**src/asp_pkg.sv**
```systemverilog
/*
  Package for the asynchronous serial port: register offsets, field positions,
  reset values, frame and bit-timing constants, mode and state types.
  Assumes a 32-bit classic Wishbone register bus on the system clock.
*/
package asp_pkg;

  // ==========================================================================
  // Register map (byte addresses)
  localparam logic [3:0] ASP_OFS_CTRL  = 4'h0;
  localparam logic [3:0] ASP_OFS_BUF   = 4'h4;
  localparam logic [3:0] ASP_OFS_BAUD  = 4'h8;

  // ==========================================================================
  // Control register fields
  localparam int ASP_CTRL_MODE_HI = 7;
  localparam int ASP_CTRL_MODE_LO = 6;
  localparam int ASP_CTRL_MP      = 5;
  localparam int ASP_CTRL_REN     = 4;
  localparam int ASP_CTRL_TB8     = 3;
  localparam int ASP_CTRL_RB8     = 2;
  localparam int ASP_CTRL_TI      = 1;
  localparam int ASP_CTRL_RI      = 0;

  // Baud configuration register fields
  localparam int ASP_BAUD_DBL     = 0;
  localparam int ASP_BAUD_SRC     = 1;

  localparam logic [7:0]  ASP_RST_BYTE = 8'h00;
  localparam logic [31:0] ASP_RD_ZERO  = 32'h0000_0000;

  // ==========================================================================
  // Bit timing: 16 oversample ticks per bit, data sampled mid-bit
  localparam logic [3:0] ASP_OS_LAST = 4'hF;
  localparam logic [3:0] ASP_OS_MID  = 4'h7;
  localparam logic [3:0] ASP_DATA_LAST = 4'h7;
  localparam logic [3:0] ASP_NINTH_IDX = 4'h8;
  // Last prescaler count per oversample tick in the fixed-rate mode (2 and 4 clocks, /32 and /64 per bit)
  localparam logic [1:0] ASP_FIX_LAST_DBL = 2'h1;
  localparam logic [1:0] ASP_FIX_LAST_STD = 2'h3;

  // ==========================================================================
  // Types
  typedef enum logic [1:0] {
    ASP_MODE_SYNC  = 2'b00,
    ASP_MODE_10T   = 2'b01,
    ASP_MODE_11F   = 2'b10,
    ASP_MODE_11T   = 2'b11
  } asp_mode_t;

  typedef enum logic [2:0] {
    ASP_ST_IDLE  = 3'b000,
    ASP_ST_START = 3'b001,
    ASP_ST_DATA  = 3'b010,
    ASP_ST_NINTH = 3'b011,
    ASP_ST_STOP  = 3'b100
  } asp_state_t;

endpackage : asp_pkg

```
**src/asp_sync.sv**
```systemverilog
/*
  Two-flop synchroniser for levels entering the system clock domain.
  Assumes nothing but the clock and synchronous active-low reset.
*/
`timescale 1ns/1ps
module asp_sync #(
  parameter int          WIDTH = 1,
  parameter logic [WIDTH-1:0] RESET_VAL = '1
) (
  // Clock and reset
  input  wire logic             clk_sys_in,
  input  wire logic             rstn_in,
  // Data
  input  wire logic [WIDTH-1:0] async_in,
  output logic      [WIDTH-1:0] sync_out
);

  logic [WIDTH-1:0] meta;

  always_ff @(posedge clk_sys_in) begin
    if (!rstn_in) begin
      meta     <= RESET_VAL;
      sync_out <= RESET_VAL;
    end else begin
      meta     <= async_in;
      sync_out <= meta;
    end
  end

endmodule : asp_sync

```
**src/asp_uart.sv**
```systemverilog
/*
  Asynchronous serial port: 10-bit and 11-bit frame modes, timer or system
  clock bit rate, serial buffer with separate transmit and receive registers,
  classic Wishbone register slave.
  Assumes timer overflow inputs are one-cycle pulses on clk_sys_in and the
  address recognition unit answers combinationally from rx_shift_data_out.
*/
// Chosen here: the register offsets and the Wishbone slave port.
// Functional notes
// - 10-bit frame: start 0, eight data bits LSB first, stop 1, full duplex.
// - 10-bit mode rate from timer overflows; baud doubling bit doubles it on the first port only.
// - Writing the serial buffer sends start, eight data bits, stop at bit rate.
// - Transmit-done flag sets once the stop bit has been driven.
// - With rate running and receive enable set, a falling input edge starts reception.
// - Bits are sampled at the bit rate; acceptance decided mid stop bit.
// - 10-bit accept: rx-done clear and (no multiproc, or stop 1 with match).
// - 10-bit accept loads buffer, stop bit into rx ninth bit, sets rx-done.
// - Rejected character leaves buffer and rx-done unchanged.
// - After each character the receiver watches again for a falling edge.
// - 11-bit frame: start, eight data LSB first, ninth bit, stop.
// - Fixed-rate 11-bit mode runs at system clock /32 or /64 by doubling bit.
// - 11-bit transmit sends data, tx ninth bit, stop, then sets tx-done.
// - 11-bit reception allowed anytime with receive enable; start edge begins it.
// - 11-bit accept: rx-done clear and (no multiproc, or ninth 1 with match).
// - Timer-clocked 11-bit mode equals fixed-rate mode but uses timer overflows.
// - First port picks its timer source by the baud source select bit.
// - Second port always takes its timer rate from the second timer.
// - First port timer rate: overflow rate /32, or /16 when doubled.
// - Source select 0 picks first timer, 1 second timer, timer modes only.
// - Buffer address: writes go to transmit register, reads return receive register.
`timescale 1ns/1ps
module asp_uart
  import asp_pkg::*;
#(
  parameter bit SECOND_PORT = 1'b0
) (
  // Clock and reset
  input  wire logic        clk_sys_in,
  input  wire logic        rstn_in,
  // Wishbone slave
  input  wire logic        wb_cyc_in,
  input  wire logic        wb_stb_in,
  input  wire logic        wb_we_in,
  input  wire logic [3:0]  wb_adr_in,
  input  wire logic [3:0]  wb_sel_in,
  input  wire logic [31:0] wb_dat_in,
  output logic      [31:0] wb_dat_out,
  output logic             wb_ack_out,
  // Bit-rate sources
  input  wire logic        timer1_ovf_in,
  input  wire logic        timer3_ovf_in,
  // Address recognition
  input  wire logic        addr_match_in,
  output logic      [7:0]  rx_shift_data_out,
  // Serial lines
  input  wire logic        rxd_in,
  output logic             txd_out
);

  // ==========================================================================
  // Registers
  asp_mode_t  mode;
  logic       multiproc_enable;
  logic       rx_enable;
  logic       tx_ninth_bit;
  logic       rx_ninth_bit;
  logic       tx_done_flag;
  logic       rx_done_flag;
  logic       baud_double_bit;
  logic       baud_source_select;
  logic [7:0] rx_buffer;

  // ==========================================================================
  // Bus decode
  wire        bus_req    = wb_cyc_in & wb_stb_in;
  wire        bus_wr     = bus_req & wb_we_in & wb_ack_out & wb_sel_in[0];
  wire        hit_ctrl   = (wb_adr_in == ASP_OFS_CTRL);
  wire        hit_buf    = (wb_adr_in == ASP_OFS_BUF);
  wire        hit_baud   = (wb_adr_in == ASP_OFS_BAUD);
  wire        wr_ctrl    = bus_wr & hit_ctrl;
  wire        wr_buf     = bus_wr & hit_buf;
  wire        wr_baud    = bus_wr & hit_baud;
  wire [7:0]  ctrl_rd    = {mode, multiproc_enable, rx_enable, tx_ninth_bit,
                            rx_ninth_bit, tx_done_flag, rx_done_flag};
  wire [7:0]  baud_rd    = {6'b00_0000, baud_source_select, baud_double_bit};
  wire [31:0] next_rdata = hit_ctrl ? {24'h00_0000, ctrl_rd} :
                           hit_buf  ? {24'h00_0000, rx_buffer} :
                           hit_baud ? {24'h00_0000, baud_rd} : ASP_RD_ZERO;

  always_ff @(posedge clk_sys_in) begin
    if (!rstn_in) begin
      wb_ack_out <= 1'b0;
      wb_dat_out <= ASP_RD_ZERO;
    end else begin
      wb_ack_out <= bus_req & ~wb_ack_out;
      if (bus_req & ~wb_ack_out) begin
        wb_dat_out <= next_rdata;
      end
    end
  end

  // ==========================================================================
  // Bit-rate generator: 16 oversample ticks per bit
  wire timer_mode = (mode == ASP_MODE_10T) || (mode == ASP_MODE_11T);
  wire fixed_mode = (mode == ASP_MODE_11F);
  wire active     = timer_mode | fixed_mode;
  wire sel_ovf    = SECOND_PORT ? timer3_ovf_in :
                    (baud_source_select ? timer3_ovf_in : timer1_ovf_in);
  // Timer path: every overflow when doubled or second port, else every other
  wire timer_div1 = SECOND_PORT | baud_double_bit;
  wire [1:0] fix_last = baud_double_bit ? ASP_FIX_LAST_DBL : ASP_FIX_LAST_STD;
  logic [1:0] pre_cnt;
  wire pre_step   = fixed_mode | (timer_mode & sel_ovf);
  wire pre_wrap   = fixed_mode ? (pre_cnt == fix_last) : (timer_div1 | pre_cnt[0]);
  wire os_tick    = pre_step & pre_wrap;
  wire [1:0] next_pre_cnt = !active ? 2'b00 :
                            (pre_step ? (pre_wrap ? 2'b00 : pre_cnt + 2'b01) : pre_cnt);

  always_ff @(posedge clk_sys_in) begin
    if (!rstn_in) begin
      pre_cnt <= 2'b00;
    end else begin
      pre_cnt <= next_pre_cnt;
    end
  end

  // ==========================================================================
  // Transmitter
  asp_state_t tx_state;
  logic [3:0] tx_os;
  logic [3:0] tx_idx;
  logic [7:0] tx_shift;
  logic       tx_bit9;
  wire        tx_bit_end = os_tick && (tx_os == ASP_OS_LAST);
  wire        tx_start   = wr_buf && active && (tx_state == ASP_ST_IDLE);
  wire        tx_done_ev = tx_bit_end && (tx_state == ASP_ST_STOP);
  asp_state_t next_tx_state;

  always_comb begin
    next_tx_state = tx_state;
    case (tx_state)
      ASP_ST_IDLE: begin
        if (tx_start) begin
          next_tx_state = ASP_ST_START;
        end
      end
      ASP_ST_START: begin
        if (tx_bit_end) begin
          next_tx_state = ASP_ST_DATA;
        end
      end
      ASP_ST_DATA: begin
        if (tx_bit_end && (tx_idx == ASP_DATA_LAST)) begin
          next_tx_state = (mode == ASP_MODE_10T) ? ASP_ST_STOP : ASP_ST_NINTH;
        end
      end
      ASP_ST_NINTH: begin
        if (tx_bit_end) begin
          next_tx_state = ASP_ST_STOP;
        end
      end
      ASP_ST_STOP: begin
        if (tx_bit_end) begin
          next_tx_state = ASP_ST_IDLE;
        end
      end
      default: next_tx_state = ASP_ST_IDLE;
    endcase
  end

  always_ff @(posedge clk_sys_in) begin
    if (!rstn_in) begin
      tx_state <= ASP_ST_IDLE;
      tx_os    <= 4'h0;
      tx_idx   <= 4'h0;
      tx_shift <= ASP_RST_BYTE;
      tx_bit9  <= 1'b0;
    end else begin
      tx_state <= next_tx_state;
      if (tx_start) begin
        tx_os    <= 4'h0;
        tx_idx   <= 4'h0;
        tx_shift <= wb_dat_in[7:0];
        tx_bit9  <= tx_ninth_bit;
      end else if (os_tick && (tx_state != ASP_ST_IDLE)) begin
        tx_os <= tx_os + 4'h1;
        if (tx_bit_end && (tx_state == ASP_ST_DATA)) begin
          tx_idx   <= tx_idx + 4'h1;
          tx_shift <= {1'b1, tx_shift[7:1]};
        end
      end
    end
  end

  // Line level registered for a glitch-free output
  wire next_txd = (tx_state == ASP_ST_START) ? 1'b0 :
                  (tx_state == ASP_ST_DATA)  ? tx_shift[0] :
                  (tx_state == ASP_ST_NINTH) ? tx_bit9 : 1'b1;

  always_ff @(posedge clk_sys_in) begin
    if (!rstn_in) begin
      txd_out <= 1'b1;
    end else begin
      txd_out <= next_txd;
    end
  end

  // ==========================================================================
  // Receiver
  logic       rxd_sync;
  logic       rxd_prev;
  asp_state_t rx_state;
  logic [3:0] rx_os;
  logic [3:0] rx_idx;
  logic [7:0] rx_shift;
  logic       rx_bit9;

  asp_sync #(
    .WIDTH     (1),
    .RESET_VAL (1'b1)
  ) u_rxd_sync (
    .clk_sys_in (clk_sys_in),
    .rstn_in    (rstn_in),
    .async_in   (rxd_in),
    .sync_out   (rxd_sync)
  );

  wire rx_fall   = rxd_prev & ~rxd_sync;
  wire rx_begin  = (rx_state == ASP_ST_IDLE) && active && rx_enable && rx_fall;
  wire rx_mid    = os_tick && (rx_os == ASP_OS_MID);
  wire rx_bit_end = os_tick && (rx_os == ASP_OS_LAST);
  // Ninth bit is the stop bit in 10-bit mode, else the sampled ninth bit
  wire rx_gate_bit = (mode == ASP_MODE_10T) ? rxd_sync : rx_bit9;
  wire rx_accept = rx_mid && (rx_state == ASP_ST_STOP) && !rx_done_flag &&
                   (!multiproc_enable || (rx_gate_bit && addr_match_in));
  asp_state_t next_rx_state;

  always_comb begin
    next_rx_state = rx_state;
    case (rx_state)
      ASP_ST_IDLE: begin
        if (rx_begin) begin
          next_rx_state = ASP_ST_START;
        end
      end
      ASP_ST_START: begin
        if (rx_mid && rxd_sync) begin
          next_rx_state = ASP_ST_IDLE;
        end else if (rx_bit_end) begin
          next_rx_state = ASP_ST_DATA;
        end
      end
      ASP_ST_DATA: begin
        if (rx_bit_end && (rx_idx == ASP_DATA_LAST)) begin
          next_rx_state = (mode == ASP_MODE_10T) ? ASP_ST_STOP : ASP_ST_NINTH;
        end
      end
      ASP_ST_NINTH: begin
        if (rx_bit_end) begin
          next_rx_state = ASP_ST_STOP;
        end
      end
      ASP_ST_STOP: begin
        if (rx_mid) begin
          next_rx_state = ASP_ST_IDLE;
        end
      end
      default: next_rx_state = ASP_ST_IDLE;
    endcase
    if (!active) begin
      next_rx_state = ASP_ST_IDLE;
    end
  end

  always_ff @(posedge clk_sys_in) begin
    if (!rstn_in) begin
      rxd_prev <= 1'b1;
      rx_state <= ASP_ST_IDLE;
      rx_os    <= 4'h0;
      rx_idx   <= 4'h0;
      rx_shift <= ASP_RST_BYTE;
      rx_bit9  <= 1'b0;
    end else begin
      rxd_prev <= rxd_sync;
      rx_state <= next_rx_state;
      if (rx_begin) begin
        rx_os  <= 4'h0;
        rx_idx <= 4'h0;
      end else if (os_tick && (rx_state != ASP_ST_IDLE)) begin
        rx_os <= rx_os + 4'h1;
        if (rx_bit_end && (rx_state == ASP_ST_DATA)) begin
          rx_idx <= rx_idx + 4'h1;
        end
        if (rx_mid && (rx_state == ASP_ST_DATA)) begin
          rx_shift <= {rxd_sync, rx_shift[7:1]};
        end
        if (rx_mid && (rx_state == ASP_ST_NINTH)) begin
          rx_bit9 <= rxd_sync;
        end
      end
    end
  end

  assign rx_shift_data_out = rx_shift;

  // ==========================================================================
  // Software registers and flags; hardware set wins over a software clear
  always_ff @(posedge clk_sys_in) begin
    if (!rstn_in) begin
      mode               <= ASP_MODE_SYNC;
      multiproc_enable   <= 1'b0;
      rx_enable          <= 1'b0;
      tx_ninth_bit       <= 1'b0;
      rx_ninth_bit       <= 1'b0;
      tx_done_flag       <= 1'b0;
      rx_done_flag       <= 1'b0;
      baud_double_bit    <= 1'b0;
      baud_source_select <= 1'b0;
      rx_buffer          <= ASP_RST_BYTE;
    end else begin
      if (wr_ctrl) begin
        mode             <= asp_mode_t'(wb_dat_in[ASP_CTRL_MODE_HI:ASP_CTRL_MODE_LO]);
        multiproc_enable <= wb_dat_in[ASP_CTRL_MP];
        rx_enable        <= wb_dat_in[ASP_CTRL_REN];
        tx_ninth_bit     <= wb_dat_in[ASP_CTRL_TB8];
        rx_ninth_bit     <= wb_dat_in[ASP_CTRL_RB8];
        tx_done_flag     <= wb_dat_in[ASP_CTRL_TI];
        rx_done_flag     <= wb_dat_in[ASP_CTRL_RI];
      end
      if (wr_baud) begin
        baud_double_bit    <= wb_dat_in[ASP_BAUD_DBL];
        baud_source_select <= wb_dat_in[ASP_BAUD_SRC];
      end
      if (tx_done_ev) begin
        tx_done_flag <= 1'b1;
      end
      if (rx_accept) begin
        rx_buffer    <= rx_shift;
        rx_ninth_bit <= rx_gate_bit;
        rx_done_flag <= 1'b1;
      end
    end
  end

endmodule : asp_uart

```
**config.mk**
```make
export PLATFORM = sky130hd
export DESIGN_NAME = asp_uart
export DESIGN_NICKNAME = d
export VERILOG_FILES = /design/src/asp_pkg.sv /design/src/asp_sync.sv /design/src/asp_uart.sv
export SDC_FILE = /design/constraint.sdc
export NUM_CORES = 1
export LEC_CHECK = 0
export BUFFER_PORTS_ARGS = -buffer_cell sky130_fd_sc_hd__buf_2
export CORE_MARGIN = 2
export CORE_UTILIZATION = 30
export DETAILED_ROUTE_END_ITERATION = 6
export PLACE_DENSITY_LB_ADDON = 0.12
export SLEW_MARGIN = 20
export SYNTH_ARGS = -nofsm -noshare
export SYNTH_HDL_FRONTEND = slang
export SYNTH_SLANG_ARGS = --single-unit
```
**constraint.sdc**
```tcl
create_clock -name clk_sys_in -period 2.46 [get_ports clk_sys_in]
set_input_delay 0.123 -clock clk_sys_in [delete_from_list [all_inputs] [get_ports clk_sys_in]]
set_output_delay 0.123 -clock clk_sys_in [all_outputs]
set_load 0.005 [all_outputs]
```
## Word level (Yosys, flattened, before mapping)

Index checks and enable logic that the tools add are counted.

- Bits of input ports: 49
- Output and inout bits: 42
- Word-level logic and storage cells: 158
- Flip-flop bits (word level): 97

- Add/sub/neg operators: 5
- Equality and inequality tests: 29
- Bitwise operators: 18
- Reductions and logical operators: 45
- Multiplexer cells: 34

Operator list:

| cell | number |
|---|---|
| two-way mux 8 bit | 5 |
| two-way mux 3 bit | 12 |
| case mux 3 bit (5 select lines) | 2 |
| logical AND 1 bit | 22 |
| != test 2 bit, second input constant | 9 |
| adder 4 x 1 -> 4 bit, second input constant | 4 |
| == test 4 x 3 -> 1 bit, second input constant | 4 |
| == test 3 x 2 -> 1 bit, second input constant | 4 |
| == test 4 bit, second input constant | 3 |
| two-way mux 1 bit | 12 |
| bitwise AND 1 bit | 11 |
| AND reduction 5 bit | 2 |
| AND reduction 2 bit | 4 |
| nonzero test 2 bit | 4 |
| == test 3 x 1 -> 1 bit, second input constant | 2 |
| == test 3 bit, second input constant | 2 |
| zero test 3 bit | 2 |
| two-way mux 2 bit | 3 |
| AND reduction 3 bit | 2 |
| nonzero test 3 bit | 2 |
| == test 2 bit, second input constant | 2 |
| zero test 4 bit | 1 |
| inverter 1 bit | 4 |
| OR reduction 2 bit | 2 |
| 7 further kinds | 11 |

## Longest topological paths before layout

Gate-level depths: netlist of the first run.

- Depth after elaboration: 10
- Mapped depth: 8
- Gate-level depth less buffers: 7

## Hierarchy

A second synthesis of the first run with hierarchy kept.

- Cell total of the unflattened synthesis: 437
- Area, all modules: 3674.8 sq um

By module, submodules not included:

| module | seq. area each (sq um) | cells each | times used | area each (sq um) |
|---|---|---|---|---|
| asp_uart | 1421.4 | 433 | 1 | 3622.2 |
| asp_sync | 40.0 | 4 | 1 | 52.6 |

## Worst setup path after synthesis of the first run

Ideal clock, no wire load.

- Kind: flip-flop to flip-flop
- From: register mode[0]
- To: register rx_ninth_bit
- Arrival: 1.929 ns
- Period minus slack after synthesis: 2.044 ns
- Setup time: 0.115 ns
- Setup slack: 0.416 ns
- Required time: 2.345 ns
- Cell stages (with the launch flop): 9
- Path buffers: 2
- Cells stage by stage: dfxtp_1 -> buf_4 -> and2b_2 -> mux2_1 -> nand2_1 -> a2111oi_2 -> buf_6 -> mux2_1 -> and2_1

- Cells in the longest elaborated chain, start to end: 10
- Elaborated cells on any way between the ends: 17
- Those cells by class: 3 x eq/ne; 3 x mux; 3 x bitwise; 8 x reduce/logical

Ends and longest elaborated chain:

| what | RTL line | RTL |
|---|---|---|
| start: declaration | asp_uart.sv:62 | `asp_mode_t mode;` |
| start signal: assignment | asp_uart.sv:322 | `mode <= asp_mode_t'(wb_dat_in[ASP_CTRL_MODE_HI:ASP_CTRL_MODE_LO]);` |
| == test 2 x 1 -> 1 bit / == test 2 bit (equally long branches) | asp_uart.sv:104, asp_uart.sv:233 |  |
| logical OR 1 bit | asp_uart.sv:104 | `wire timer_mode = (mode == ASP_MODE_10T) \|\| (mode == ASP_MODE_11T);` |
| bitwise AND 1 bit | asp_uart.sv:113 | `wire pre_step = fixed_mode \| (timer_mode & sel_ovf);` |
| bitwise OR 1 bit | asp_uart.sv:113 |  |
| bitwise AND 1 bit | asp_uart.sv:115 | `wire os_tick = pre_step & pre_wrap;` |
| logical AND 1 bit | asp_uart.sv:230 | `wire rx_mid = os_tick && (rx_os == ASP_OS_MID);` |
| logical AND 1 bit (3 in a row) | asp_uart.sv:234 | `wire rx_accept = rx_mid && (rx_state == ASP_ST_STOP) && !rx_done_flag &&` |
| two-way mux 1 bit / nonzero test 2 bit (equally long branches) | n/a |  |
| end signal: assignment | asp_uart.sv:326 | `rx_ninth_bit <= wb_dat_in[ASP_CTRL_RB8];` |
| end signal: assignment | asp_uart.sv:339 | `rx_ninth_bit <= rx_gate_bit;` |
| end: declaration | asp_uart.sv:66 | `logic rx_ninth_bit;` |

Several ways; a longest one is shown, not always the timed one.
A chain may end at the register's enable or synchronous reset.

## Final worst setup path of the first run

- From: register mode[1]
- To: register rx_buffer[3]

- Cells in the longest elaborated chain, start to end: 9
- Elaborated cells on any way between the ends: 15
- Those cells by class: 3 x eq/ne; 2 x mux; 3 x bitwise; 7 x reduce/logical

Ends and longest elaborated chain:

| what | RTL line | RTL |
|---|---|---|
| == test 2 x 1 -> 1 bit / == test 2 bit (equally long branches) | asp_uart.sv:104, asp_uart.sv:233 |  |
| logical OR 1 bit | asp_uart.sv:104 |  |
| bitwise AND 1 bit | asp_uart.sv:113 |  |
| bitwise OR 1 bit | asp_uart.sv:113 |  |
| bitwise AND 1 bit | asp_uart.sv:115 |  |
| logical AND 1 bit | asp_uart.sv:230 |  |
| logical AND 1 bit (2 in a row) | asp_uart.sv:234 |  |
| logical AND 1 bit (*) | asp_uart.sv:234 |  |
| end signal: assignment | asp_uart.sv:338 | `rx_buffer <= rx_shift;` |
| end: declaration | asp_uart.sv:71 | `logic [7:0] rx_buffer;` |

Mark *: on every way between the ends. The rest lies on a longest branch, timed or not.

==> impl_metrics.yaml, run 1 <==
synthesis:
  netlist.area_leader.share_pct: 40.8
  synth_commonest_cells: "dfxtp_1, nor2_1, mux2i_1"
  synth_seq_area_share_pct: 40.8
  yosysMostFrequentCell: "dfxtp_1"
  post_synth_num_cell_types: 57
  synthTopCellsByArea: "dfxtp_1, mux2i_1, nor2_1"
  synth_area_mm2: 0.00358
  synth_area_per_cell_um2: 9.20
  yosys.area.top_type: "dfxtp_1"
  syn_inst: 389
  synthFlopType: "dfxtp_1"
  yosysWarnings: 0
  async_flop_share_pct: 0
  ys_ff_latch: 73
  synth-edff-count: 0
floorplanning:
  core_mm2: 0.0115
  start_util_pct: 31.1
  rows: 39
  die_y_um: 113
  pin_count: 91
  dieArea_mm2: 0.0128
  die_w_um: 113
critical_path:
  endpoint_kind: "flop"
  required_ns: 2.67
  arrival_ns: 2.40
  cp_max_fo: 9
  critical_path_class: "reg2reg"
  startpoint_type: "flop"
  r2r_cells: 7
layout:
  final.fill_count: 1217
  finalNonFillerCells: 575
  post-route-util_pct: 36.0
  drive_above_1_share_pct: 19.4
  nets: 481
  syn2layout_area_growth_pct: 15.8
  n_antenna_cell: 0
route:
  vias: 2713
  drtPass1Iterations: 6
  wl_per_cell_um: 13.6
  wl_mm: 7.83
  drtIter0Drc: 164
  ant_nets: 0
  drc_errors: 3
  avgViaCountPerCell: 4.72
clock_tree:
  cts_setup_buffers: 0
  post_cts_resized: 0
  cts_sinks: 73
  clockBufferDepth: 2
  cts-buffers-inserted: 9
  worstSkewPairLatency_ns: 0.33
  cts-htree-levels: 3
  clkTransAtPathRegs_ns: 0.06
  cts_tree: "built"
  root_buffer: "clkbuf_16"
pwr:
  netSwitchingPower_uw: 541
  seqPwrFrac_pct: 46.4
  p_sw_share_pct: 21.2
  ir_drop_mv: 0.255
  p_per_area_mw_per_mm2: 617
  p_leak_nw: 1.68
  p_int_mw: 2.01
  pwr-share-comb_pct: 3.1
  share_clk_of_total_power_pct: 50.5
global_route:
  grtUsageTotal_pct: 12.9
  antenna_found_initial: 0
  gr-total-overflow: 0
  grt_max_degree: 33
  grt_pass1_wl_mm: 12.9
  grt_pass1_vias: 2497
sta:
  whs_ns: 0.0486
  slew_violations: 0
  min_period_over_period_pct: 88.9
  finClkSkew_ns: 0.00502
  hold_viol: 0
  fmax_mhz: 457
  setup_viol: 0
  rsz0062_at_grt: "false"
  min_period_ns: 2.19
  fin_tns_setup_ns: 0
placement:
  placed_cells: 559
  place_congestion: 0.756
  hpwl_mm: 5.79
  portBuffers: 39
job:
  drv_cap: 0
worst_hold_path:
  hold_class: "in2reg"
  hold_path_depth: 3
run_status:
  outcome: "complete, but fails checks"
  violations: "DRC"
==> per-stage QoR <==
stage / setup slack, ns / total power, mW / instance area (µm²)
after detailed placement: 0.279 / 1.29 / 3840
after CTS: 0.242 / 2.61 / 4150
after floorplan: 0.416 / 1.28 / 3660
after global routing: 0.0907 / 2.67 / 4150
final: 0.273 / 2.56 / 4150
after global placement: 0.288 / 1.29 / 3840
==> state kept, by name (all words and copies together) (netlist names), 2 cells and up <==
register / cells
rx_os: 4
tx_idx: 4
rx_state: 3
wb_dat_out: 8
tx_os: 4
pre_cnt: 2
tx_state: 3
mode: 2
tx_shift: 8
rx_shift_data_out: 8
rx_buffer: 8
rx_idx: 4
==> worst max-delay path, cell delays in order, from the launching register on <==
cell and delay, ns:
dfxtp_1 0.51, and2b_2 0.31, mux2_1 0.22, nand2_1 0.07
a2111oi_2 0.42, buf_4 0.28, mux2i_1 0.20, nor2_1 0.05
==> power groups by stage <==
stage                     combinational [mW]  clock [mW]  sequential, mW
final                                 0.0782        1.29            1.19
after global routing                  0.0891        1.39            1.19
after CTS                             0.0787        1.34            1.19
after detailed placement              0.0772           0            1.21
after global placement                0.0775           0            1.21
after floorplan                       0.0706           0            1.21
==> routing by layer <==
| layer | up-vias | track usage, % | part of all wire (%) |
|---|---|---|---|
| met1 | 1250 | 17.3 | 49 |
| met3 | 13 | 3.11 | 3.9 |
| met5 | - | 0 | 0 |
| met4 | 0 | 5.61 | 1.7 |
| li1 | 1382 | - | - |
| met2 | 68 | 19.8 | 46 |
==> worst paths after layout <==
path	endpoint	from	slack [ns]
max	rx_buffer[3]$_SDFFE_PN0P_	mode[1]$_SDFFE_PN0P_	0.27
min	rx_enable$_SDFFE_PN0P_	wb_dat_in[4]	0.05
max reg2reg	rx_buffer[3]$_SDFFE_PN0P_	mode[1]$_SDFFE_PN0P_	0.27
min reg2reg	u_rxd_sync.sync_out$_SDFF_PN1_	u_rxd_sync.meta$_SDFF_PN1_	0.41
==> final cells by class <==
| class | count | area, µm² | share of cell area (%) |
|---|---|---|---|
| clock buffers | 10 | 239 | 5.77 |
| clock inverters | 5 | 56.3 | 1.36 |
| flip-flops and latches | 73 | 1460 | 35.3 |
| inverters | 6 | 22.5 | 0.543 |
| repair buffers | 48 | 278 | 6.70 |
| multi-input cells | 290 | 1910 | 46.1 |
| well taps | 143 | 179 | 4.32 |
==> cell usage in the layout, fill, tap and decap left out, types with 4 or more instances in the layout <==
cell type  instances
buf_2             39
dfxtp_1           73
ha_1               4
nor2_1            68
a22oi_1            7
conb_1            24
clkbuf_16          9
nor2b_1            4
xnor2_1            5
a21oi_1           16
nand2_1           20
mux2_2             6
nand4_1            4
nor3_1             7
inv_1              6
mux2i_1           42
o21ai_0           15
nand3_1            8
xor2_1             8
buf_4              7
==> cell families after synthesis <==
kind of cell,synth area share [%]
adder cells (fa/ha/maj),1.40
other,0.105
AND/OR/NAND/NOR,19.8
flip-flops,40.8
buffers and inverters,8.22
AO/OA/AOI/OAI,11.7
XOR/XNOR,3.64
multiplexers,14.3
==> what timing repair did <==
item | 4_1_cts | 5_1_grt
hold buffers | 1 | 0
setup endpoints to repair | 0 | 0
hold endpoints to repair | 1 | 0
(Power assumes the default switching activity.)
==> run 2: changes to the inputs <==
- PLACE_DENSITY: default -> 0.5
- PLACE_DENSITY_LB_ADDON: 0.12 -> default
- SKIP_LAST_GASP: default -> 1
==> run 2 against run 1 <==
Against the previous run:
- the flow still finishes with violations (DRC)
- via count up 0.59%
- final cell count grew 0.17%
- sequential share of layout area shrank 0.41 points
- largest cell class unchanged
- count of clock-buffer cells in the layout is the same
- power is 8.5% higher
- global-route usage shrank 0.17 points
- non-clock buffer count did not move
- critical endpoint unchanged
- hold slack improved by 0.0020 ns
- clock skew is 0.0038 ns higher
- die area did not move
- critical path depth unchanged
- clock power rose by 17%
==> impl_metrics.yaml, run 2 (same netlist as run 1, synthesis figures left out) <==
run_status:
  outcome: "complete, but fails checks"
  violations: "DRC"
global_route:
  grt_max_degree: 38
  grt_pass1_vias: 2593
  grt_pass1_wl_mm: 12.9
  antenna_found_initial: 0
  grtUsageTotal_pct: 12.8
  gr-total-overflow: 0
layout:
  layout_commonest_cell: "dfxtp_1"
  n_antenna_cell: 0
  multiInputGateArea_mm2: 0.00191
  nets: 481
  final_cell_mix: "dfxtp_1, nor2_1, mux2i_1"
  finalNonFillerCells: 576
  syn2layout_area_growth_pct: 17.2
  drive_above_1_share_pct: 19.4
  regArea_mm2: 0.00146
  final.fill_count: 1191
route:
  vias: 2729
  wl_met2_mm: 3.60
  met3_length_um: 338
  top_layer: "met4"
  wl_met1_mm: 3.77
  wl_per_cell_um: 13.5
  avgViaCountPerCell: 4.74
  drtIter0Drc: 124
  drc_errors: 5
  ant_nets: 0
  wl_mm: 7.79
  drtPass1Iterations: 6
clock_tree:
  clkTransAtPathRegs_ns: 0.06
  worstSkewPairLatency_ns: 0.33
  cts_sinks: 73
  clockBufferDepth: 2
  cts_hold_buf: 1
  post_cts_resized: 0
  cts-htree-levels: 3
  cts_tree: "built"
  cts-buffers-inserted: 9
  root_buffer: "clkbuf_16"
  cts_setup_buffers: 0
critical_path:
  startpoint_type: "flop"
  r2r_cells: 7
  arrival_ns: 2.41
  critical_path_class: "reg2reg"
  endpoint_kind: "flop"
  required_ns: 2.67
  ff2ff_setup_slack_ns: 0.26
  r2r-start: "mode[1]$_SDFFE_PN0P_"
  cp_max_fo: 9
  worstReg2RegEnd: "rx_buffer[3]$_SDFFE_PN0P_"
floorplanning:
  rows: 39
  die_y_um: 113
  dieArea_mm2: 0.0128
  pin_count: 91
  start_util_pct: 31.1
  die_w_um: 113
  core_mm2: 0.0115
pwr:
  ir_drop_mv: 0.348
  p_per_area_mw_per_mm2: 661
  p_leak_nw: 1.70
sta:
  min_period_over_period_pct: 89.3
  finClkSkew_ns: 0.00882
  fin_tns_setup_ns: 0
  slew_violations: 0
  whs_ns: 0.0506
  rsz0062_at_grt: "false"
  setup_viol: 0
  min_period_ns: 2.20
  fmax_mhz: 455
  hold_viol: 0
placement:
  placed_cells: 559
  place_congestion: 0.786
  hpwl_mm: 5.76
  portBuffers: 39
worst_hold_path:
  hold_class: "in2reg"
  hold_path_depth: 3
  worstHoldStart: "wb_dat_in[4]"
  min_to: "rx_enable$_SDFFE_PN0P_"
job:
  drv_cap: 0
## run 2: report_power, final
| group | switching (mW) | internal (mW) |
|---|---|---|
| Sequential | 0.00185 | 1.18 |
| Combinational | 0.0528 | 0.0263 |
| Clock | 0.512 | 0.996 |
| Total | 0.567 | 2.21 |
## run 2: layout make-up
| type | count | area share, % |
|---|---|---|
| Sequential cell | 73 | 34.8 |
| Clock buffer | 10 | 5.46 |
| Inverter | 6 | 0.537 |
| Clock inverter | 6 | 2.74 |
| Timing Repair Buffer | 48 | 6.62 |
| Multi-Input combinational cell | 290 | 45.5 |
| Tap cell | 143 | 4.27 |
## run 2: how the worst max path moves through the flow
| stage | startpoint | to | slack [ns] | depth (start not counted) |
|---|---|---|---|---|
| floorplan | mode[0]$_SDFFE_PN0P_ | rx_ninth_bit$_SDFFE_PN0P_ | 0.42 | 8 |
| global placement | mode[0]$_SDFFE_PN0P_ | tx_state[1]$_SDFFE_PN0P_ | 0.27 | 6 |
| detailed placement | mode[1]$_SDFFE_PN0P_ | rx_buffer[3]$_SDFFE_PN0P_ | 0.27 | 7 |
| CTS | mode[1]$_SDFFE_PN0P_ | rx_buffer[3]$_SDFFE_PN0P_ | 0.25 | 7 |
| global route | mode[1]$_SDFFE_PN0P_ | rx_buffer[0]$_SDFFE_PN0P_ | 0.04 | 7 |
| finish | mode[1]$_SDFFE_PN0P_ | rx_buffer[3]$_SDFFE_PN0P_ | 0.26 | 7 |
## run 2: routing by layer
metal / vias to the layer above / track usage (%)
met1: 1279 / 16.5
met3: 6 / 4.34
met5: - / 0
li1: 1383 / -
met2: 61 / 20.4
met4: 0 / 3.41
## run 2: through the flow
step | worst slack [ns] | cell area, µm² | power, mW | utilization, %
after floorplan | 0.416 | 3660 | 1.28 | -
after global placement | 0.267 | 3840 | 1.29 | 33.3
after detailed placement | 0.269 | 3840 | 1.29 | 33.3
after CTS | 0.248 | 4190 | 2.81 | 36.4
after global routing | 0.0380 | 4190 | 2.87 | 36.4
final | 0.264 | 4190 | 2.77 | 36.4
## run 2: worst max-delay path: stages (launching register included)
cell       delay (ns)
dfxtp_1          0.47
and2b_2          0.31
mux2_1           0.24
nand2_1          0.07
a2111oi_2        0.43
buf_4            0.28
mux2i_1          0.21
nor2_1           0.05
==> run 3: changes to the inputs <==
- CORE_MARGIN: 2 -> default
- SKIP_LAST_GASP: 1 -> default
==> run 3 against run 2 <==
Against the previous run:
- the run still ends with DRC left
- clock power decreased by 21%
- critical path depth decreased by 1
- power decreased by 11%
- final cell count increased by 0.17%
- wire length decreased by 0.35%
- flip-flop and latch count unchanged
- sequential share of layout area increased by 0.54 points
- sequential power about the same
- critical path type unchanged
- critical endpoint is now tx_state[1]$_SDFFE_PN0P_
- largest cell class unchanged
- highest routed layer unchanged
==> impl_metrics.yaml, run 3 (same netlist as run 1, synthesis figures left out) <==
global_route:
  grt_pass1_wl_mm: 13.3
  grtUsageMet3_pct: 2.13
  grt_util_met2_pct: 21.3
  top_usage_layer: "met2"
  grt_pass1_vias: 2672
  grtUsageTotal_pct: 13.6
  gr-total-overflow: 0
  grtUsageMet1_pct: 17.9
  antenna_found_initial: 0
  grt_max_degree: 20
sta:
  fin_tns_setup_ns: 0
  fmax_mhz: 452
  slew_violations: 0
  setup_viol: 0
  hold_viol: 0
  min_period_ns: 2.21
  finClkSkew_ns: 0.00731
  rsz0062_at_grt: "false"
  min_period_over_period_pct: 90.0
clock_tree:
  clockBufferDepth: 2
  cts-htree-levels: 3
  cts_setup_buffers: 0
  cts_tree: "built"
  cts_sinks: 73
  cts_hold_buf: 1
  worstSkewPairLatency_ns: 0.33
  root_buffer: "clkbuf_16"
  cts-buffers-inserted: 9
  post_cts_resized: 0
  clkTransAtPathRegs_ns: 0.06
critical_path:
  slowest_delay_ns: 0.56
  crit_family: "compound AO/OA/AOI/OAI gates"
  cp_cell_sequence: "or2_1 > a21bo_1 > or3_1 > o31ai_1 > o21a_1 > nor3_1"
  startpoint_type: "flop"
  ff2ff_setup_slack_ns: 0.25
  cp_num_buf_inv: 0
  arrival_ns: 2.42
  required_ns: 2.67
  r2r-start: "mode[0]$_SDFFE_PN0P_"
  critical_path_class: "reg2reg"
  r2r_cells: 6
  cp_max_fo: 9
  worstReg2RegEnd: "tx_state[1]$_SDFFE_PN0P_"
  endpoint_kind: "flop"
  cp_slowest_cell: "dfxtp_1"
route:
  wl_per_cell_um: 13.4
  ant_nets: 0
  drtIter0Drc: 147
  drtPass1Iterations: 6
  drc_errors: 17
  wl_mm: 7.76
  avgViaCountPerCell: 4.76
  vias: 2749
layout:
  layout_commonest_cell: "dfxtp_1"
  n_antenna_cell: 0
  final.fill_count: 1205
  nets: 482
  design_area_mm2: 0.00413
  drive_above_1_share_pct: 19.6
  syn2layout_area_growth_pct: 15.4
  final_cell_mix: "dfxtp_1, nor2_1, mux2i_1"
run_status:
  violations: "DRC"
  outcome: "complete, but fails checks"
placement:
  place_congestion: 0.775
  hpwl_mm: 5.80
  place_area_mm2: 0.00385
  portBuffers: 39
pwr:
  ir_drop_mv: 0.274
  power.total_mw: 2.47
  p_leak_nw: 1.66
  p_per_area_mw_per_mm2: 597
  netSwitchingPower_uw: 570
  seqPwrFrac_pct: 48.1
  pwr-share-comb_pct: 3.3
  share_clk_of_total_power_pct: 48.6
  p_sw_share_pct: 23.1
  p_int_mw: 1.90
worst_hold_path:
  min_to: "rx_enable$_SDFFE_PN0P_"
  worstHoldStart: "wb_dat_in[4]"
  hold_class: "in2reg"
  hold_path_depth: 3
floorplanning:
  die_y_um: 111
  pin_count: 91
  dieArea_mm2: 0.0124
  rows: 39
  die_w_um: 111
  start_util_pct: 31.1
  core_mm2: 0.0115
job:
  drv_cap: 0
run 3: changes by cell type in the layout (fill, tap and decap cells not counted), sizes merged:
cell | previous run | this run
bufinv | 3 | 0
clkinvlp | 1 | 4
buf | 47 | 48
run 3: worst max-delay path by stage:
stage | slack (ns) | depth (start not counted) | to | start
after detailed placement | 0.24 | 6 | tx_state[1]$_SDFFE_PN0P_ | mode[0]$_SDFFE_PN0P_
after CTS | 0.23 | 6 | tx_state[1]$_SDFFE_PN0P_ | mode[0]$_SDFFE_PN0P_
after floorplan | 0.42 | 8 | rx_ninth_bit$_SDFFE_PN0P_ | mode[0]$_SDFFE_PN0P_
after global placement | 0.27 | 6 | tx_state[1]$_SDFFE_PN0P_ | mode[0]$_SDFFE_PN0P_
after global routing | 0.08 | 6 | tx_state[1]$_SDFFE_PN0P_ | mode[0]$_SDFFE_PN0P_
final | 0.25 | 6 | tx_state[1]$_SDFFE_PN0P_ | mode[0]$_SDFFE_PN0P_
run 3: power by group through the flow:
stage / clock network (mW) / logic, mW / registers, mW
3_3_place_gp: 0 / 0.0797 / 1.21
3_5_place_dp: 0 / 0.0803 / 1.21
4_1_cts: 1.25 / 0.0813 / 1.19
2_1_floorplan: 0 / 0.0706 / 1.21
5_1_grt: 1.30 / 0.0902 / 1.19
6_report: 1.20 / 0.0812 / 1.19
run 3: worst reg2reg max path, stage by stage, from the launching register on:
cell	delay, ns
dfxtp_1	0.56
or2_1	0.24
a21bo_1	0.38
or3_1	0.44
o31ai_1	0.28
o21a_1	0.16
nor3_1	0.04
run 3: area by class of cell:
type,instances,area [µm²],share of cell area (%)
tap,143,179,4.33
timing repair buffer,49,285,6.91
inverter,6,22.5,0.545
clock buffer,10,229,5.54
sequential,73,1460,35.4
clock inverter,6,43.8,1.06
multi-input combinational,290,1910,46.2
run 3: metal layers:
metal  vias to the layer above  wire (µm)
met1                      1285       3850
met4                         0        173
met3                        14        213
li1                       1390          -
met2                        60       3530
met5                         -          0
run 3: per-stage QoR:
step	util, %	hold WS, ns	setup slack [ns]	std cells
3_3_place_gp	33.4	0.305	0.272	560
5_1_grt	35.9	0.0962	0.0757	577
2_1_floorplan	-	0.224	0.416	412
6_report	35.9	0.0530	0.246	577
4_1_cts	35.9	0.0473	0.231	577
3_5_place_dp	33.4	0.309	0.242	560
